<file path="config.mk">
export PLATFORM = sky130hd
export DESIGN_NAME = cond_branch_skip_unit
export DESIGN_NICKNAME = d
export VERILOG_FILES = /design/src/cond_branch_pkg.sv /design/src/cond_eval_if.sv /design/src/cond_evaluator.sv /design/src/cond_branch_skip_unit.sv
export SDC_FILE = /design/constraint.sdc
export NUM_CORES = 1
export LEC_CHECK = 0
export BUFFER_PORTS_ARGS = -buffer_cell sky130_fd_sc_hd__buf_2
export CORE_AREA = 5 5 82 84
export DETAILED_ROUTE_END_ITERATION = 10
export DIE_AREA = 0 0 87 89
export PLACE_DENSITY = 0.7
export SLEW_MARGIN = 20
export SYNTH_ARGS = -nofsm -noshare
export SYNTH_HDL_FRONTEND = slang
export SYNTH_SLANG_ARGS = --single-unit
</file>
<file path="constraint.sdc">
create_clock -name sys_clk -period 2.9 [get_ports sys_clk]
set_input_delay 0.58 -clock sys_clk [delete_from_list [all_inputs] [get_ports sys_clk]]
set_output_delay 0.58 -clock sys_clk [all_outputs]
set_load 0.02 [all_outputs]
</file>
<file path="src/cond_branch_pkg.sv">
// Purpose: shared constants and types for the conditional skip/branch unit
// Assumes: 8-bit core, word-addressed program counter
// Notes: flag positions follow the status flags register layout C,Z,N,V,S,H,T,I
package cond_branch_pkg;
   localparam int PC_WIDTH = 12;
   localparam int OFFSET_WIDTH = 7;
   localparam logic [2:0] FLAG_C = 3'h0;
   localparam logic [2:0] FLAG_N = 3'h2;
   localparam logic [2:0] FLAG_V = 3'h3;
   localparam logic [2:0] FLAG_H = 3'h5;
   localparam logic [1:0] SKIP_ONE_WORD = 2'h2;
   localparam logic [1:0] SKIP_TWO_WORD = 2'h3;
   localparam logic [1:0] STEP_WORDS = 2'h1;
   localparam logic [7:0] FLAGS_RESET = 8'h00;

   typedef enum logic [3:0] {
      OP_NONE,
      OP_SKIP_REG_BIT_CLEAR,
      OP_SKIP_REG_BIT_SET,
      OP_SKIP_IO_BIT_CLEAR,
      OP_SKIP_IO_BIT_SET,
      OP_BRANCH_FLAG_SET,
      OP_BRANCH_FLAG_CLEAR,
      OP_BRANCH_NO_CARRY,
      OP_BRANCH_UNSIGNED_GE,
      OP_BRANCH_SIGNED_GE,
      OP_BRANCH_SIGNED_LT,
      OP_BRANCH_HALF_CARRY
   } branch_op_t;
endpackage : cond_branch_pkg

</file>
<file path="src/cond_eval_if.sv">
// Purpose: carries condition request and verdict between evaluator and top
// Assumes: single clock domain
// Notes: purely combinational signals
`timescale 1ns/10ps
`default_nettype none
interface cond_eval_if;
   cond_branch_pkg::branch_op_t op;
   logic [7:0] operand;
   logic [2:0] bitSel;
   logic [7:0] flags;
   logic taken;
   logic isSkip;
   modport requester (output op, output operand, output bitSel, output flags,
      input taken, input isSkip);
   modport evaluator (input op, input operand, input bitSel, input flags,
      output taken, output isSkip);
endinterface : cond_eval_if
`default_nettype wire

</file>
<file path="src/cond_evaluator.sv">
// Purpose: decides whether a skip or branch condition holds
// Assumes: operand already holds the tested register or I/O register byte
// Notes: combinational only
`timescale 1ns/10ps
`default_nettype none
module cond_evaluator (
   cond_eval_if.evaluator ev
);
   logic bitVal;
   logic flagVal;
   logic signedLess;
   always_comb begin
      bitVal = ev.operand[ev.bitSel];
      flagVal = ev.flags[ev.bitSel];
      // signed compare as n xor v
      signedLess = ev.flags[cond_branch_pkg::FLAG_N] ^ ev.flags[cond_branch_pkg::FLAG_V];
      ev.isSkip = 1'b0;
      ev.taken = 1'b0;
      case (ev.op)
         cond_branch_pkg::OP_SKIP_REG_BIT_CLEAR: begin
            ev.isSkip = 1'b1;
            ev.taken = ~bitVal;
         end
         cond_branch_pkg::OP_SKIP_REG_BIT_SET: begin
            ev.isSkip = 1'b1;
            ev.taken = bitVal;
         end
         cond_branch_pkg::OP_SKIP_IO_BIT_CLEAR: begin
            ev.isSkip = 1'b1;
            ev.taken = ~bitVal;
         end
         cond_branch_pkg::OP_SKIP_IO_BIT_SET: begin
            ev.isSkip = 1'b1;
            ev.taken = bitVal;
         end
         cond_branch_pkg::OP_BRANCH_FLAG_SET: ev.taken = flagVal;
         cond_branch_pkg::OP_BRANCH_FLAG_CLEAR: ev.taken = ~flagVal;
         cond_branch_pkg::OP_BRANCH_NO_CARRY: ev.taken = ~ev.flags[cond_branch_pkg::FLAG_C];
         cond_branch_pkg::OP_BRANCH_UNSIGNED_GE: ev.taken = ~ev.flags[cond_branch_pkg::FLAG_C];
         cond_branch_pkg::OP_BRANCH_SIGNED_GE: ev.taken = ~signedLess;
         cond_branch_pkg::OP_BRANCH_SIGNED_LT: ev.taken = signedLess;
         cond_branch_pkg::OP_BRANCH_HALF_CARRY: ev.taken = ev.flags[cond_branch_pkg::FLAG_H];
         default: begin
            ev.isSkip = 1'b0;
            ev.taken = 1'b0;
         end
      endcase
   end
endmodule : cond_evaluator
`default_nettype wire

</file>
<file path="src/cond_branch_skip_unit.sv">
// Purpose: next program counter and cycle count for skip and branch ops
// Assumes: one request per idle cycle; next instruction length given by fetch
// Notes: done pulses in the cycle after the last cycle of the instruction
`timescale 1ns/10ps
`default_nettype none
module cond_branch_skip_unit #(
   parameter int PC_WIDTH = cond_branch_pkg::PC_WIDTH,
   parameter int OFFSET_WIDTH = cond_branch_pkg::OFFSET_WIDTH
) (
   input wire logic sys_clk,
   input wire logic rst,
   input wire logic start,
   input wire cond_branch_pkg::branch_op_t op,
   input wire logic [PC_WIDTH-1:0] pcIn,
   input wire logic [7:0] operand,
   input wire logic [2:0] bitSel,
   input wire logic [OFFSET_WIDTH-1:0] offset,
   input wire logic nextIsTwoWord,
   input wire logic [7:0] flagsIn,
   output logic busy,
   output logic done,
   output logic [PC_WIDTH-1:0] pcOut,
   output logic taken,
   output logic [7:0] flagsOut,
   output logic [1:0] cycles
);
   // ************************************************************
   // parameter checks
   // ************************************************************
   // the offset is sign-extended into the pc, so it may not be wider
   if (PC_WIDTH < OFFSET_WIDTH) begin : gOffsetTooWide
      $error("offset wider than program counter");
   end
   // wider program counters are not served by this core
   if (PC_WIDTH > 22) begin : gPcTooWide
      $error("program counter too wide");
   end
   // one sign bit and at least one magnitude bit are needed
   if (OFFSET_WIDTH < 2) begin : gOffsetTooNarrow
      $error("offset too narrow");
   end

   // ************************************************************
   // cycle counts
   // ************************************************************
   // an untaken test costs one cycle
   localparam logic [1:0] CYC_UNTAKEN = 2'h1;
   // a taken branch, or a skip over a one-word instruction
   localparam logic [1:0] CYC_TAKEN = 2'h2;
   // skipping a two-word instruction costs one more fetch
   localparam logic [1:0] CYC_LONG_SKIP = 2'h3;
   // cycles covered by the taking cycle and the first wait state
   localparam logic [1:0] CYC_FIRST_WAIT = 2'h2;
   // the wait counter runs down to this before done
   localparam logic [1:0] REMAIN_LAST = 2'h0;
   localparam logic [1:0] REMAIN_STEP = 2'h1;

   // ************************************************************
   // state and datapath registers
   // ************************************************************
   // only two states: results are known in the taking cycle,
   // the wait state just stretches the instruction's length
   typedef enum logic [1:0] {S_IDLE, S_WAIT} state_t;

   state_t state_reg, state_next;
   logic [1:0] remain_reg, remain_next;
   logic [PC_WIDTH-1:0] pc_reg, pc_next;
   logic taken_reg, taken_next;
   logic [7:0] flags_reg, flags_next;
   logic [1:0] cycles_reg, cycles_next;
   logic done_reg, done_next;
   logic [PC_WIDTH-1:0] offsetExt;
   logic [PC_WIDTH-1:0] pcStep;
   logic [PC_WIDTH-1:0] pcBranch;
   logic [PC_WIDTH-1:0] pcSkip;
   logic [1:0] needCycles;

   cond_eval_if ev();

   // ************************************************************
   // condition evaluation
   // ************************************************************
   assign ev.op = op;
   assign ev.operand = operand;
   assign ev.bitSel = bitSel;
   assign ev.flags = flagsIn;

   cond_evaluator uEval (
      .ev(ev)
   );

   // ************************************************************
   // target computation and sequencing
   // ************************************************************
   always_comb begin
      offsetExt = PC_WIDTH'($signed(offset));
      pcStep = pcIn + PC_WIDTH'(cond_branch_pkg::STEP_WORDS);
      pcBranch = pcStep + offsetExt;
      // skip length depends on the instruction being jumped over
      pcSkip = pcIn + PC_WIDTH'(nextIsTwoWord ? cond_branch_pkg::SKIP_TWO_WORD
                                              : cond_branch_pkg::SKIP_ONE_WORD);
      // cycle cost follows the outcome, not the opcode alone
      if (!ev.taken) begin
         needCycles = CYC_UNTAKEN;
      end else if (ev.isSkip && nextIsTwoWord) begin
         needCycles = CYC_LONG_SKIP;
      end else begin
         needCycles = CYC_TAKEN;
      end
   end

   // ************************************************************
   // next-state logic
   // ************************************************************
   // results are latched once, at the taking edge; requests seen
   // in the wait state are dropped so the held pc cannot move
   always_comb begin
      state_next = state_reg;
      remain_next = remain_reg;
      pc_next = pc_reg;
      taken_next = taken_reg;
      flags_next = flags_reg;
      cycles_next = cycles_reg;
      done_next = 1'b0;
      case (state_reg)
         S_IDLE: begin
            if (start && op != cond_branch_pkg::OP_NONE) begin
               taken_next = ev.taken;
               cycles_next = needCycles;
               flags_next = flagsIn;
               if (!ev.taken) begin
                  pc_next = pcStep;
               end else if (ev.isSkip) begin
                  pc_next = pcSkip;
               end else begin
                  pc_next = pcBranch;
               end
               if (needCycles == CYC_UNTAKEN) begin
                  done_next = 1'b1;
               end else begin
                  state_next = S_WAIT;
                  remain_next = needCycles - CYC_FIRST_WAIT;
               end
            end
         end
         S_WAIT: begin
            if (remain_reg == REMAIN_LAST) begin
               done_next = 1'b1;
               state_next = S_IDLE;
            end else begin
               remain_next = remain_reg - REMAIN_STEP;
            end
         end
         default: state_next = S_IDLE;
      endcase
   end

   // ************************************************************
   // register stage
   // ************************************************************
   // reset is synchronous; all results read as zero until the
   // first request is taken
   always_ff @(posedge sys_clk) begin
      if (rst) begin
         state_reg <= S_IDLE;
         remain_reg <= 2'h0;
         pc_reg <= '0;
         taken_reg <= 1'b0;
         flags_reg <= cond_branch_pkg::FLAGS_RESET;
         cycles_reg <= 2'h0;
         done_reg <= 1'b0;
      end else begin
         state_reg <= state_next;
         remain_reg <= remain_next;
         pc_reg <= pc_next;
         taken_reg <= taken_next;
         flags_reg <= flags_next;
         cycles_reg <= cycles_next;
         done_reg <= done_next;
      end
   end

   // ************************************************************
   // outputs
   // ************************************************************
   // busy is decoded from the state register, so a new request
   // may be given in the very cycle that done is high
   assign busy = (state_reg != S_IDLE);
   // done lasts one cycle; the result outputs hold until the
   // next taken request
   assign done = done_reg;
   assign pcOut = pc_reg;
   assign taken = taken_reg;
   assign flagsOut = flags_reg;
   assign cycles = cycles_reg;
endmodule : cond_branch_skip_unit
`default_nettype wire

</file>
; ---- After elaboration in Yosys (flattened, before gate mapping)
; Index checks and enable logic that the tools add are counted.
[word_totals]
register_bits = 28
inputBits = 46
output_inout_bits = 25
word_cells = 72
[classes]
addsub = 5
magnitude_cmp = 1
n_eq_ne = 17
muxes = 23
n_bitwise = 5
reduce_logical = 14
[ops]
columns = op, n
row1 = $mux 12, 2
row2 = $eq 4x3->1 const B, 4
row3 = $eq 4x4->1 const B, 4
row4 = $mux 2, 7
row5 = $add 12x1->12 const B, 1
row6 = $add 12x12->12, 1
row7 = $add 12x2->12, 1
row8 = $eq 4x2->1 const B, 2
row9 = $mux 1, 8
row10 = $ne 2x2->1 const B, 4
row11 = $pmux 1 s8, 1
row12 = $pmux 2 s2, 2
row13 = $bmux 1 s3, 2
row14 = $reduce_or 2->1, 3
row15 = $eq 2x1->1 const B, 2
row16 = $eq 4x1->1 const B, 1
row17 = $logic_not 2->1, 2
row18 = $lt 3x4->1 const B, 1
row19 = $not 1->1, 4
row20 = $reduce_and 4->1, 1
row21 = $reduce_bool 2->1, 2
row22 = $reduce_bool 4->1, 1
row23 = $reduce_or 4->1, 1
row24 = $reduce_and 3->1, 1
row25 = 6 further kinds, 7

; ---- Depth between registers and ports, before layout
[depth]
depth_word = 10
depth_mapped = 13
depth_no_buf = 12

; ---- Cells and area by module
; A second synthesis with hierarchy kept.
[unflattened]
hier_cells = 320
area_unflattened_um2 = 2635.0
[modules_own_cells]
columns = module, instances, cells_each, area_per_inst_um2, seq_area_each_um2
row1 = cond_branch_skip_unit, 1, 288, 2352.3, 520.5
row2 = cond_evaluator, 1, 32, 282.8, 0.0

; ---- Least setup slack after synthesis
; No wires, ideal clock.
[synth_path]
kind = input -> register
from = input pcIn[2]
to = register pc_reg[11], in the netlist pcOut[11]
t_arrival_ns = 2.776
required_ns = 2.768
path_slack_ns = -0.008
stages = 12
path_cell_list = clkbuf_1 nand3_1 nor2_1 xor2_1 ha_1 a21o_1 a211o_1 o21ai_0 o21ai_0 xnor2_1 o211ai_1 a21oi_1
[synth_between]
elab_chain_len = 4
word_cells_on_any_way = 5
cone_classes = add/sub: 3 / mux: 2
[synth_rtl]
columns = element, line
row1 = from (decl), cond_branch_skip_unit.sv:14  ; input wire logic [PC_WIDTH-1:0] pcIn,
row2 = $add 12x1->12, cond_branch_skip_unit.sv:97  ; pcStep = pcIn + PC_WIDTH'(cond_branch_pkg::STEP_WORDS);
row3 = $add 12x12->12, cond_branch_skip_unit.sv:98  ; pcBranch = pcStep + offsetExt;
row4 = $mux 12, cond_branch_skip_unit.sv:133  ; end else if (ev.isSkip) begin
row5 = $mux 12 (*), cond_branch_skip_unit.sv:131  ; if (!ev.taken) begin
row6 = to (signal assigned), cond_branch_skip_unit.sv:175  ; pc_reg <= pc_next;
row7 = to (decl), cond_branch_skip_unit.sv:67  ; logic [PC_WIDTH-1:0] pc_reg, pc_next;
; Mark *: on every way between the ends. The rest lies on a longest branch, timed or not.
; A chain may end at the register's enable or synchronous reset.

; ---- Worst setup path in the final report
[layout_path]
from = input pcIn[0]
to = register pc_reg[7], in the netlist pcOut[7]
; The elaborated chain is that of the path after synthesis.

==> flow_metrics.env <==
export IMPL_status="complete, no violations"
export IMPL_chipHeight_um=89
export IMPL_skew_ps=1.842
export IMPL_vias=2379
export IMPL_grt_pass1_vias=2285
export IMPL_synth_top_cell_by_area="dfxtp_1"
export IMPL_syn_cell_area_mm2=0.002303
export IMPL_boundaryPins=71
export IMPL_ant_nets=0
export IMPL_gr_total_overflow=0
export IMPL_layout_common_cells="buf_2, nand2_1, a21oi_1"
export IMPL_synth_top_area_share_pct=22.60
export IMPL_synth_distinct_cells=47
export IMPL_finalHoldViolCount=0
export IMPL_track_usage_pct=16.86
export IMPL_grt_pass1_wl_mm=10.60
export IMPL_synth_edf_count=0
export IMPL_postCtsResizedCells=0
export IMPL_insertion_delay_ps=270
export IMPL_synthFlopType="dfxtp_1"
export IMPL_worst_ep_required_time_ps=3040
export IMPL_cts_buffers=3
export IMPL_worstPathArrival_ps=2790
export IMPL_crit_type="input pin to flip-flop"
export IMPL_cap_violations=0
export IMPL_ys_seq_area_share_pct=22.60
export IMPL_viasPerCell=5.346
export IMPL_worst_slew_pin_slew_ps=727.7
export IMPL_wl_per_cell_um=14.82
export IMPL_postCtsHoldBufs=0
export IMPL_rows=28
export IMPL_place_area_mm2=0.002855
export IMPL_rsz0062_at_grt="false"
export IMPL_slew_viol_final=0
export IMPL_portBuffers=70
export IMPL_start_kind="input pin"
export IMPL_period_minus_slack_ps=2654
export IMPL_clk_path_buf_depth=2
export IMPL_largest_reg_flops=12
export IMPL_drc=0
export IMPL_fin_nets=437
export IMPL_synth_seq_cells=26
export IMPL_ff2ff_setup_slack_ps=1040
export IMPL_first_pass_iters=4
export IMPL_fp_dieW_um=87
export IMPL_synthCells=287
export IMPL_min_path_type="flip-flop to flip-flop"
export IMPL_antennaDiodeCount=0
export IMPL_ir_drop_mv=0.2192
export IMPL_cts_setup_buffers=0
export IMPL_synth_avg_cell_area_um2=8.026
export IMPL_synth_nets=353
export IMPL_ys_top_cells_by_area="dfxtp_1, ha_1, a21oi_1, xnor2_1, nand2_1"
export IMPL_p_leak_uw=0.001342
export IMPL_relSlewSlack_pct=51.49
export IMPL_start_util_pct=39.37
export IMPL_cp_end_kind="flip-flop"
export IMPL_core_area_mm2=0.005851
export IMPL_async_flop_share_pct=0
export IMPL_antenna_found_initial=0
export IMPL_yosys_warnings=0
export IMPL_dp_hpwl_mm=5.376
export IMPL_drt_total_wl_mm=6.595
export IMPL_grt_max_degree=28
export IMPL_power_per_cell_area_mw_per_mm2=411.4
export IMPL_dieArea_mm2=0.007743
export IMPL_tritoncts="done"
export IMPL_clkSlewWorstSetupHoldPaths_ps=90
export IMPL_htree_levels=1
export IMPL_layout_setup_ws_ps=245.7
export IMPL_pre_cts_ws_ps=-47.67
export IMPL_timing_fmax_mhz=376.7
export IMPL_final_common_cell="buf_2"
export IMPL_setup_viol=0
export IMPL_fin_crit_sh_pct=91.53
export IMPL_cp_max_fo=4
export IMPL_clockRootBuffer="clkbuf_8"
export IMPL_cts_num_sinks=26
export IMPL_final_area_mm2=0.002927
export IMPL_drive_above_1_share_pct=27.57
export IMPL_gp_congestion=0.9188
export IMPL_drtIter0Drc=47
export IMPL_area_delta_synth_final_pct=27.05
==> logic make-up after synthesis <==
logic type / Yosys count / synth area share, %
AO/OA/AOI/OAI: 80 / 22.22
buffers and inverters: 23 / 4.454
XOR/XNOR: 31 / 11.79
adder cells (fa/ha/maj): 20 / 11.19
flip-flops: 26 / 22.60
AND/OR/NAND/NOR: 96 / 20.10
multiplexers: 11 / 7.659
==> cells in the mapped netlist, types with 8 or more instances <==
master and instances:
a21oi_1 28, a22oi_1 11, clkbuf_1 10, dfxtp_1 26, ha_1 19, inv_1 8, nand2_1 36, nand3_1 11
nor2_1 20, o211ai_1 10, o21ai_0 11, xnor2_1 16, xor2_1 15
==> metal layers <==
layer | vias to the layer above | routed length [µm] | global-route usage, %
met2 | 72 | 2963 | 30.23
met5 | - | 0 | 0
met1 | 1096 | 3066 | 21.74
met4 | 0 | 19 | 1.983
met3 | 2 | 546 | 2.949
li1 | 1209 | - | -
==> through the flow <==
step | total power (µW) | cells | TNS, ps | utilization [%] | hold WS, ps
finish | 1204 | 445 | 0 | 50.02 | 454.6
global route | 1285 | 445 | 0 | 50.02 | 475.3
floorplan | 740.5 | 287 | 0 | - | 478.7
detailed placement | 911.7 | 441 | -64.71 | 48.80 | 443.7
CTS | 1212 | 445 | 0 | 50.02 | 456.7
global placement | 905.2 | 441 | -14.67 | 48.80 | 437.5
==> worst max-delay path, cell delays in order <==
cell,delay [ps]
buf_2,100
ha_1,150
nand3_1,120
buf_4,160
xnor2_1,210
ha_1,320
nand2_1,100
nor3b_1,70
a211o_1,320
a311o_1,350
a21o_1,180
nand3_1,80
a21oi_1,60
==> final timing paths <==
check | start | end | cells after the start
hold reg to reg | flagsOut[7] | flagsOut[7] | 2
setup / recovery | pcIn[0] | pcOut[7] | 13
hold / removal | flagsOut[7] | flagsOut[7] | 2
setup reg to reg | state_reg[0] | pcOut[4] | 5
==> power by group <==
group / leakage [µW] / internal, µW / switching (µW)
sequential: 0.000214 / 392 / 17.7
clock: 0.0000357 / 185 / 116
combinational: 0.00109 / 219 / 276
==> final cells by class <==
type | count | area [µm²]
clock buffers | 3 | 41.29
clock inverters | 1 | 30.03
fillers | 598 | 2924
inverters | 8 | 30.03
multi-input cells | 238 | 1680
flip-flops and latches | 26 | 520.5
well taps | 75 | 93.84
repair buffers | 94 | 530.5
No activity file was read; power rests on OpenSTA's default activity.
